==> config.mk <==
export PLATFORM = sky130hd
export DESIGN_NAME = cspc_top
export DESIGN_NICKNAME = d
export VERILOG_FILES = /design/src/rtl/cspc_pkg.sv /design/src/rtl/cspc_top.sv
export SDC_FILE = /design/constraint.sdc
export NUM_CORES = 1
export LEC_CHECK = 0
export BUFFER_PORTS_ARGS = -buffer_cell sky130_fd_sc_hd__buf_2
export CAP_MARGIN = 20
export CORE_ASPECT_RATIO = 0.7
export CORE_MARGIN = 1.5
export CORE_UTILIZATION = 30
export DETAILED_ROUTE_END_ITERATION = 16
export PLACE_DENSITY = 0.5
export SYNTH_ARGS = -nofsm -noshare
export SYNTH_HDL_FRONTEND = slang
export SYNTH_SLANG_ARGS = --single-unit
==> constraint.sdc <==
create_clock -name clk_i -period 4.5 [get_ports clk_i]
set_clock_uncertainty 0.15 [all_clocks]
set_input_delay 0.225 -clock clk_i [delete_from_list [all_inputs] [get_ports clk_i]]
set_output_delay 0.225 -clock clk_i [all_outputs]
set_load 0.01 [all_outputs]
==> src/rtl/cspc_pkg.sv <==
// constants and types shared by the clock source and pll control block
// What this block does
// - clock enables of unused domains stop under the chosen sleep mode
// - core state stays frozen whenever the core clock enable is low
// - peripheral clock drives timers, serial unit, interrupts; async interrupts still seen
// - program memory clock runs whenever the core clock runs
// - converter clock keeps running in noise-reduction sleep while core and peripheral clocks stop
// - pll multiplies the 1 MHz reference by 64 for the fast peripheral clock
// - second timer clocks from the fast clock or a prescaled copy of it
// - reference above 1 MHz saturates the output at 70 MHz and drops lock
// - pll runs only while the enable bit is set or its fuse is 0
// - lock flag sets once the pll has locked to its reference
// - power-down and standby switch off the rc oscillator and the pll
// - fuse 1: codes 1111-1010 crystal, 1001 low-frequency crystal
// - fuse 1: 1000-0101 external rc, 0100-0001 internal rc, 0000 external clock
// - fuse 0 with code 0001 selects the pll output as system clock
// - oscillator pins are clock or general io according to the source
// - every fuse reads 1 as unprogrammed and 0 as programmed
// - wake from power-down counts source cycles before execution starts
// - start from reset adds a watchdog-oscillator delay before running
// - reset delay counts 4096 or 65536 watchdog cycles per start-up select
// - delivered fuses: select 0001, start-up 10, pll fuse unprogrammed
package cspc_pkg;
   // ----------------------------------------------------------------
   // clock and timing
   // ----------------------------------------------------------------
   localparam int CLK_HZ = 20_000_000;
   localparam int LOCK_TIME_US = 100;
   localparam int LOCK_CYCLES = (LOCK_TIME_US * (CLK_HZ / 1_000_000));
   localparam int WDT_SHORT = 4096;
   localparam int WDT_LONG = 65536;
   localparam int PLL_MULT = 64;
   localparam int PLL_SAT_MHZ = 70;
   localparam int REF_NOM_KHZ = 1000;
   localparam int OSC_SHORT = 258;
   localparam int OSC_MID = 1024;
   localparam int OSC_LONG = 16384;
   localparam int OSC_LF = 32768;
   localparam int OSC_RC = 18;
   localparam int OSC_RC_FAST = 6;
   localparam int OSC_INT = 6;
   // ----------------------------------------------------------------
   // fuses and delivered values
   // ----------------------------------------------------------------
   localparam logic [3:0] CLOCK_SELECT_FIELD_DEFAULT = 4'h1;
   localparam logic [1:0] SUT_DEFAULT = 2'h2;
   localparam logic PLL_CLOCK_FUSE_DEFAULT = 1'b1;
   localparam logic FUSE_PROG = 1'b0;
   localparam logic [3:0] SEL_EXTCLK = 4'h0;
   localparam logic [3:0] SEL_INT_LO = 4'h1;
   localparam logic [3:0] SEL_INT_HI = 4'h4;
   localparam logic [3:0] SEL_ERC_HI = 4'h8;
   localparam logic [3:0] SEL_LF = 4'h9;
   localparam logic [3:0] SEL_PLL = 4'h1;
   // ----------------------------------------------------------------
   // wishbone register map
   // ----------------------------------------------------------------
   localparam logic [3:0] ADR_PLLCS = 4'h0;
   localparam logic [3:0] ADR_SLEEP = 4'h4;
   localparam logic [3:0] ADR_TMR = 4'h8;
   localparam logic [3:0] ADR_STAT = 4'hC;
   localparam int PLL_ENABLE_BIT_BIT = 1;
   localparam int LOCK_BIT = 0;
   localparam int TPRE_W = 4;
   localparam int CNT_W = 17;
   // ----------------------------------------------------------------
   // types
   // ----------------------------------------------------------------
   typedef enum logic [2:0] {
      CSPC_SRC_EXTCLK = 3'h0, CSPC_SRC_INTRC = 3'h1, CSPC_SRC_EXTRC = 3'h2,
      CSPC_SRC_LFXT = 3'h3, CSPC_SRC_XTAL = 3'h4, CSPC_SRC_PLL = 3'h5
   } cspc_src_t;
   typedef enum logic [1:0] {
      CSPC_SLP_ACTIVE = 2'h0, CSPC_SLP_IDLE = 2'h1, CSPC_SLP_NOISE = 2'h2, CSPC_SLP_DOWN = 2'h3
   } cspc_sleep_t;
   typedef enum logic [1:0] {
      CSPC_ST_RESET = 2'h0, CSPC_ST_OSC = 2'h1, CSPC_ST_RUN = 2'h2, CSPC_ST_SLEEP = 2'h3
   } cspc_state_t;
   typedef struct packed {
      cspc_state_t st;
      logic [CNT_W-1:0] cnt;
      logic [15:0] lock_cnt;
      logic pll_en;
      logic lock;
      cspc_sleep_t sleep;
      logic standby;
      logic [TPRE_W-1:0] tmr_pre;
      logic tmr_fast;
      logic [TPRE_W-1:0] pre_cnt;
      logic tmr_tick;
      logic ack;
      logic [31:0] dat;
      logic [1:0] wdt_s;
      logic wdt_prev;
      logic [1:0] osc_s;
      logic osc_prev;
   } cspc_state_s_t;
endpackage : cspc_pkg

==> src/rtl/cspc_top.sv <==
// clock source selection, domain gating, pll control and start-up timing
//
// Implementation choices: the register offsets and register access over Wishbone.
`timescale 1ns/10ps
module cspc_top (
   // clock and reset
   input wire logic clk_i,
   input wire logic rst_i,
   // configuration fuses, 0 means programmed
   input wire logic [3:0] clock_select_field_i,
   input wire logic [1:0] startup_time_select_i,
   input wire logic pll_clock_fuse_i,
   // oscillator ticks and the pll reference over-range flag from outside
   input wire logic watchdog_oscillator_i,
   input wire logic oscillator_input_pin_i,
   input wire logic pll_ref_over_i,
   // wishbone slave
   input wire logic wb_cyc_i,
   input wire logic wb_stb_i,
   input wire logic wb_we_i,
   input wire logic [3:0] wb_adr_i,
   input wire logic [3:0] wb_sel_i,
   input wire logic [31:0] wb_dat_i,
   output logic [31:0] wb_dat_o,
   output logic wb_ack_o,
   // clock domain enables
   output logic core_clock_o,
   output logic peripheral_clock_o,
   output logic program_memory_clock_o,
   output logic converter_clock_o,
   output logic fast_peripheral_clock_o,
   output logic timer2_clock_o,
   output logic async_irq_detect_o,
   // oscillator and pll control
   output logic rc_osc_on_o,
   output logic pll_on_o,
   output logic [2:0] clock_source_o,
   // shared pins: output enable low means the block owns the pin as clock
   output logic shared_pin_four_oe_n_o,
   output logic shared_pin_five_oe_n_o
);
   import cspc_pkg::*;

   // ----------------------------------------------------------------
   // source decode
   // ----------------------------------------------------------------
   // the fuse value 0 means programmed
   function automatic cspc_src_t decode_src(input logic [3:0] sel, input logic pll_clock_fuse);
      cspc_src_t s;
      s = CSPC_SRC_INTRC;
      if (pll_clock_fuse == FUSE_PROG) begin
         s = (sel == SEL_PLL) ? CSPC_SRC_PLL : CSPC_SRC_INTRC;
      end else if (sel > SEL_LF) begin
         s = CSPC_SRC_XTAL;
      end else if (sel == SEL_LF) begin
         s = CSPC_SRC_LFXT;
      end else if (sel > SEL_INT_HI) begin
         s = CSPC_SRC_EXTRC;
      end else if (sel >= SEL_INT_LO) begin
         s = CSPC_SRC_INTRC;
      end else begin
         s = CSPC_SRC_EXTCLK;
      end
      return s;
   endfunction : decode_src

   // start-up source cycle count for wake from power-down
   function automatic logic [CNT_W-1:0] osc_count(input cspc_src_t s, input logic c0, input logic [1:0] startup_time_select);
      int n;
      n = OSC_INT;
      case (s)
         CSPC_SRC_XTAL: n = c0 ? OSC_LONG : ((startup_time_select[1]) ? OSC_MID : OSC_SHORT);
         CSPC_SRC_LFXT: n = (startup_time_select == 2'h2) ? OSC_LF : OSC_MID;
         CSPC_SRC_EXTRC: n = (startup_time_select == 2'h3) ? OSC_RC_FAST : OSC_RC;
         default: n = OSC_INT;
      endcase
      return CNT_W'(n);
   endfunction : osc_count

   cspc_state_s_t s_reg, s_next;
   cspc_src_t src;
   logic core_run;
   logic wdt_tick;
   logic osc_tick;
   logic pll_run;
   logic wb_req;
   logic off_mode;

   assign src = decode_src(clock_select_field_i, pll_clock_fuse_i);
   assign wdt_tick = s_reg.wdt_s[1] & ~s_reg.wdt_prev;
   assign osc_tick = s_reg.osc_s[1] & ~s_reg.osc_prev;
   assign off_mode = (s_reg.st == CSPC_ST_SLEEP) && (s_reg.sleep == CSPC_SLP_DOWN || s_reg.standby);
   // pll runs on enable bit or programmed fuse, never in deep sleep
   assign pll_run = (s_reg.pll_en || pll_clock_fuse_i == FUSE_PROG) && !off_mode;
   assign core_run = (s_reg.st == CSPC_ST_RUN);
   assign wb_req = wb_cyc_i & wb_stb_i & ~s_reg.ack;

   // ----------------------------------------------------------------
   // next state
   // ----------------------------------------------------------------
   // one comb pass covers sync, start-up, pll lock and bus
   always_comb begin
      s_next = s_reg;
      s_next.wdt_s = {s_reg.wdt_s[0], watchdog_oscillator_i};
      s_next.wdt_prev = s_reg.wdt_s[1];
      s_next.osc_s = {s_reg.osc_s[0], oscillator_input_pin_i};
      s_next.osc_prev = s_reg.osc_s[1];
      s_next.ack = 1'b0;
      s_next.tmr_tick = 1'b0;
      case (s_reg.st)
         CSPC_ST_RESET: begin
            // watchdog cycles give the real-time supply delay
            if (wdt_tick) begin
               s_next.cnt = s_reg.cnt + CNT_W'(1);
               if (s_reg.cnt == CNT_W'((startup_time_select_i[0] ? WDT_LONG : WDT_SHORT) - 1)) begin
                  s_next.st = CSPC_ST_OSC;
                  s_next.cnt = '0;
               end
            end
         end
         CSPC_ST_OSC: begin
            // count source cycles so the oscillator settles
            if (osc_tick || src == CSPC_SRC_INTRC || src == CSPC_SRC_PLL) begin
               s_next.cnt = s_reg.cnt + CNT_W'(1);
               if (s_reg.cnt == osc_count(src, clock_select_field_i[0], startup_time_select_i) - CNT_W'(1)) begin
                  s_next.st = CSPC_ST_RUN;
                  s_next.cnt = '0;
               end
            end
         end
         CSPC_ST_RUN: begin
            if (s_reg.sleep != CSPC_SLP_ACTIVE) begin
               s_next.st = CSPC_ST_SLEEP;
            end
         end
         CSPC_ST_SLEEP: begin
            // wake request clears the sleep field; deep sleep restarts oscillator
            if (s_reg.sleep == CSPC_SLP_ACTIVE) begin
               s_next.st = (s_reg.standby || off_mode) ? CSPC_ST_OSC : CSPC_ST_RUN;
               s_next.cnt = '0;
            end
         end
         default: s_next.st = CSPC_ST_RESET;
      endcase
      // lock after settling time, dropped on disable or over-range reference
      if (!pll_run || pll_ref_over_i) begin
         s_next.lock = 1'b0;
         s_next.lock_cnt = '0;
      end else if (s_reg.lock_cnt == 16'(LOCK_CYCLES - 1)) begin
         s_next.lock = 1'b1;
      end else begin
         s_next.lock_cnt = s_reg.lock_cnt + 16'h1;
      end
      // timer2 prescaler on the fast clock
      if (pll_run) begin
         s_next.pre_cnt = s_reg.pre_cnt + TPRE_W'(1);
         if (s_reg.pre_cnt == s_reg.tmr_pre) begin
            s_next.pre_cnt = '0;
            s_next.tmr_tick = 1'b1;
         end
      end
      // wishbone slave, one wait cycle, ack drops the cycle after
      if (wb_req) begin
         s_next.ack = 1'b1;
         s_next.dat = 32'h0;
         if (wb_we_i && wb_sel_i[0]) begin
            case (wb_adr_i)
               ADR_PLLCS: s_next.pll_en = wb_dat_i[PLL_ENABLE_BIT_BIT];
               ADR_SLEEP: begin
                  s_next.sleep = cspc_sleep_t'(wb_dat_i[1:0]);
                  s_next.standby = wb_dat_i[2];
                  // the deep mode is forgotten once cleared, so the restart is decided here
                  if (off_mode && wb_dat_i[2:0] == 3'h0) begin
                     s_next.st = CSPC_ST_OSC;
                     s_next.cnt = '0;
                  end
               end
               ADR_TMR: begin
                  s_next.tmr_pre = wb_dat_i[TPRE_W-1:0];
                  s_next.tmr_fast = wb_dat_i[TPRE_W];
               end
               default: s_next.ack = 1'b1;
            endcase
         end else if (!wb_we_i) begin
            case (wb_adr_i)
               ADR_PLLCS: s_next.dat = {30'h0, s_reg.pll_en, s_reg.lock};
               ADR_SLEEP: s_next.dat = {29'h0, s_reg.standby, s_reg.sleep};
               ADR_TMR: s_next.dat = {27'h0, s_reg.tmr_fast, s_reg.tmr_pre};
               ADR_STAT: s_next.dat = {27'h0, s_reg.st, src};
               default: s_next.dat = 32'h0;
            endcase
         end
      end
   end

   // state register, synchronous reset
   always_ff @(posedge clk_i) begin
      if (rst_i) begin
         s_reg <= '0;
         s_reg.st <= CSPC_ST_RESET;
         s_reg.sleep <= CSPC_SLP_ACTIVE;
      end else begin
         s_reg <= s_next;
      end
   end

   // ----------------------------------------------------------------
   // outputs
   // ----------------------------------------------------------------
   // gating: core frozen unless running, so core state cannot change
   assign core_clock_o = core_run;
   assign program_memory_clock_o = core_run;
   // idle field keeps peripherals, even with standby set; noise and power-down fields stop them
   assign peripheral_clock_o = core_run || (s_reg.st == CSPC_ST_SLEEP && s_reg.sleep == CSPC_SLP_IDLE);
   assign async_irq_detect_o = 1'b1;
   // converter runs through noise-reduction sleep
   assign converter_clock_o = core_run || (s_reg.st == CSPC_ST_SLEEP && s_reg.sleep != CSPC_SLP_DOWN);
   assign fast_peripheral_clock_o = pll_run;
   assign timer2_clock_o = s_reg.tmr_fast ? pll_run : s_reg.tmr_tick;
   assign rc_osc_on_o = !off_mode;
   assign pll_on_o = pll_run;
   assign clock_source_o = src;
   // pin ownership per source
   assign shared_pin_four_oe_n_o = !(src == CSPC_SRC_EXTCLK || src == CSPC_SRC_EXTRC ||
                                     src == CSPC_SRC_LFXT || src == CSPC_SRC_XTAL);
   assign shared_pin_five_oe_n_o = !(src == CSPC_SRC_LFXT || src == CSPC_SRC_XTAL);
   assign wb_ack_o = s_reg.ack;
   assign wb_dat_o = s_reg.dat;

   // ----------------------------------------------------------------
   // assertions
   // ----------------------------------------------------------------
   a_lock_clear: assert property (@(posedge clk_i) disable iff (rst_i) !pll_run |=> !s_reg.lock)
      else $error("lock flag set while pll disabled");
   a_pll_deep: assert property (@(posedge clk_i) disable iff (rst_i) off_mode |-> !pll_on_o && !rc_osc_on_o)
      else $error("pll or rc on in deep sleep");
   a_flash_core: assert property (@(posedge clk_i) disable iff (rst_i) core_clock_o |-> program_memory_clock_o)
      else $error("program memory clock off while core runs");
   a_conv_noise: assert property (@(posedge clk_i) disable iff (rst_i)
      (s_reg.st == CSPC_ST_SLEEP && s_reg.sleep == CSPC_SLP_NOISE) |-> converter_clock_o && !core_clock_o)
      else $error("converter clock wrong in noise sleep");
   a_pll_src: assert property (@(posedge clk_i) disable iff (rst_i)
      (pll_clock_fuse_i == FUSE_PROG && clock_select_field_i == SEL_PLL) |-> clock_source_o == CSPC_SRC_PLL)
      else $error("pll not chosen as source");
   a_xtal_sel: assert property (@(posedge clk_i) disable iff (rst_i)
      (pll_clock_fuse_i && clock_select_field_i > SEL_LF) |-> clock_source_o == CSPC_SRC_XTAL)
      else $error("crystal codes decoded wrong");
   a_erc_sel: assert property (@(posedge clk_i) disable iff (rst_i)
      (pll_clock_fuse_i && clock_select_field_i <= SEL_ERC_HI && clock_select_field_i > SEL_INT_HI)
      |-> clock_source_o == CSPC_SRC_EXTRC && !shared_pin_four_oe_n_o && shared_pin_five_oe_n_o)
      else $error("external rc decode or pins wrong");
   a_core_hold: assert property (@(posedge clk_i) disable iff (rst_i)
      (s_reg.st == CSPC_ST_RESET) |-> !core_clock_o)
      else $error("core ran during reset delay");
   a_lock_rise: assert property (@(posedge clk_i) disable iff (rst_i)
      $rose(s_reg.lock) |-> $past(pll_run) && !$past(pll_ref_over_i))
      else $error("lock rose without running pll");
   a_en_pll: assert property (@(posedge clk_i) disable iff (rst_i)
      (!s_reg.pll_en && pll_clock_fuse_i) |-> !pll_on_o)
      else $error("pll ran without enable");
endmodule : cspc_top

==> impl_metrics.json <==
{
  "cpMostUsedCell": "ha_1",
  "hold_viol_final": 0,
  "postCtsSetupRepairBufs": 0,
  "power.density_mw_per_mm2": 288.6,
  "slew_viol_final": 0,
  "finalCriticalPeriod_ns": 3.396,
  "utilization": 0.3446,
  "viasPerCell": 5.183,
  "grt_pass1_wl_um": 19840,
  "syn_inst": 556,
  "cts_tree": "yes",
  "fin_area_mm2": 0.004842,
  "gp_congestion": 0.8442,
  "wl_per_cell_um": 15.79,
  "cp_cell_sequence": "buf_2 -> nand2_1 -> nor2_4 -> inv_2 -> nor2_2 -> ha_1 -> ha_1 -> ha_1 -> xor2_1 -> a2111oi_1 -> nand4_1 -> nor4_4 -> o2111ai_4 -> a31oi_1 -> a211oi_1",
  "design.core.area_mm2": 0.01405,
  "largest_reg_flops": 52,
  "cp.arrival_ns": 3.47,
  "ys_ff_latch": 62,
  "cp_data_required_time_ns": 4.57,
  "synth_warnings": 0,
  "seqCellArea_mm2": 0.001241,
  "finalSetupTns_ns": 0,
  "yosysUniqueCellTypes": 73,
  "setup.reg_to_reg.worst_slack_ns": 1.65,
  "grt_max_degree": 28,
  "crit_path_start_kind": "input port",
  "path_class": "in -> reg",
  "worst-slew-pin-transition_ns": 0.9985,
  "fp-row-count": 36,
  "fmax_mhz": 294.4,
  "die_h_um": 104.0,
  "layout-drive-gt1-share": 0.1641,
  "htree_levels": 3,
  "drc": 0,
  "hold-path-endpoint": "s_reg[45]",
  "antenna_found_initial": 0,
  "ys_seq_area_frac": 0.2840,
  "place.port_buffers": 43,
  "cts_hold_buffers": 4,
  "grt_pass1_vias": 3626,
  "rsz0062_at_grt": "no",
  "period_share": 0.7547,
  "layout.nets": 635,
  "reg2reg_depth": 5,
  "dp_hpwl_um": 8892,
  "grt_usage": 0.1630,
  "gr-total-overflow": 0,
  "p_leak_nw": 1.784,
  "end_kind": "flop",
  "synthTopCellsByArea": "dfxtp_1 28%, buf_4 6.7%, nor2_1 5.1%",
  "regToRegStartpoint": "s_reg[87]",
  "hold_depth": 3,
  "n_antenna_cell": 0,
  "die_area_mm2": 0.01531,
  "hold_path.class": "in -> reg",
  "synth_edf_count": 0,
  "drt_iter0_markers": 344,
  "cp_slowest_stage_delay_ns": 0.38,
  "die_w_um": 147.3,
  "insertion_delay_ns": 0.34,
  "setup_viol": 0,
  "syn_area_per_cell_um2": 7.861,
  "dr_total_vias": 3986,
  "ys.flop_type": "dfxtp_1",
  "cts_buffer_depth": 2,
  "drtPass1Iterations": 5,
  "initial_core_util": 0.3110,
  "ir_worst_vdd_mv": 0.1545,
  "cap_viol_max_count": 0,
  "cts_buffers": 9,
  "cts_sinks": 62,
  "synth.top_cell.area_share": 0.2840,
  "ctsResizeCount": 0,
  "r2r-end": "s_reg[83]",
  "fillers": 1499,
  "slew_headroom": 0.3282,
  "path_max_fanout": 16,
  "status": "completed",
  "ctsRootBufferMaster": "clkbuf_16",
  "ioPinCount": 102,
  "place_area_mm2": 0.004504,
  "antenna_left": 0,
  "syn_area_mm2": 0.004370,
  "wirelength_um": 12140,
  "clkTransAtPathRegs_ns": 0.06,
  "yosys-top-cells-count": "62 x dfxtp_1, 59 x nor2_1, 56 x nand2_1, 39 x buf_4, 35 x a21oi_1",
  "area_growth_syn_to_layout_pct": 10.79,
  "synth_most_common_cell": "dfxtp_1",
  "worstHoldStart": "wb_dat_i[0]",
  "multi_input_area_mm2": 0.002758,
  "critPathSlowestCell": "o2111ai_4",
  "yosysTopAreaCell": "dfxtp_1",
  "async_flop_share": 0
}
metrics by stage:
step                cells  power (mW)  hold slack [ns]  setup WS (ns)
finish                769       1.397          0.02182          1.104
global route          769       1.453          0.03259         0.7554
CTS                   769       1.412          0.01312          1.136
detailed placement    749      0.6982           0.2805         0.7801
global placement      749      0.6961           0.2681         0.8334
floorplan             582      0.6801           0.2032          1.237
routing by layer:
layer  GRT usage  part of all wire  wire, µm  up-vias
met1      0.2573              0.54      6511     1866
li1            -                 -         -     1948
met5           0                 0         0        -
met2      0.2109              0.38      4583      156
met3     0.03553             0.068       821       16
met4     0.05214             0.018       222        0
kinds of logic (layout without fill, tap and decap cells):
| kind of cell | count (synthesis) | in the layout | synth area share |
|---|---|---|---|
| AOI/OAI and AO/OA | 120 | 120 | 0.1787 |
| xor gates and xnor gates | 39 | 39 | 0.07815 |
| adders and majority gates | 6 | 6 | 0.01718 |
| buffers and inverters | 78 | 75 | 0.1074 |
| DFF | 62 | 62 | 0.2840 |
| muxes | 14 | 14 | 0.03893 |
| other | 2 | 28 | 0.001718 |
| and+or+nand+nor | 235 | 235 | 0.2940 |
cells in the final DEF, fill, tap and decap left out, types with 7 or more instances in the layout:
master,instances
nor4_1,7
nand3_1,25
nor3_1,7
mux2i_1,8
xnor2_1,17
clkbuf_16,9
a31oi_1,17
nor2_1,59
a21oi_1,35
conb_1,28
xor2_1,22
and3_1,9
nand2b_1,10
inv_1,8
nor2b_1,9
nand4_1,10
buf_2,43
o21ai_0,24
dfxtp_1,62
nand2_1,56
worst max-delay path by stage:
stage / slack (ns) / from / end
final: 1.10 / pll_clock_fuse_i / s_reg[82]
after global routing: 0.76 / pll_clock_fuse_i / s_reg[82]
after CTS: 1.14 / pll_clock_fuse_i / s_reg[82]
after detailed placement: 0.78 / pll_clock_fuse_i / s_reg[82]
after global placement: 0.83 / pll_clock_fuse_i / s_reg[86]
after floorplan: 1.24 / clock_select_field_i[0] / s_reg[78]
worst max-delay path: cells and delay by family:
family          cells  cell delay [ns]
compound gates      4             1.11
xor+xnor            1             0.06
fa+ha+maj           3             0.86
buf+inv             2             0.28
simple gates        5             0.92
report_power, final:
group,total [mW],internal [mW],switching (mW)
clock network,0.707,0.429,0.278
registers,0.560,0.555,0.00541
logic,0.130,0.0461,0.0837
layout make-up:
type	count	share of cell area
clock inverters	7	0.01499
multi-input cells	442	0.5695
well taps	190	0.04910
flip-flops and latches	62	0.2563
repair buffers	49	0.05581
inverters	10	0.007752
clock buffers	9	0.04651
No activity file was read; power rests on OpenSTA's default activity.
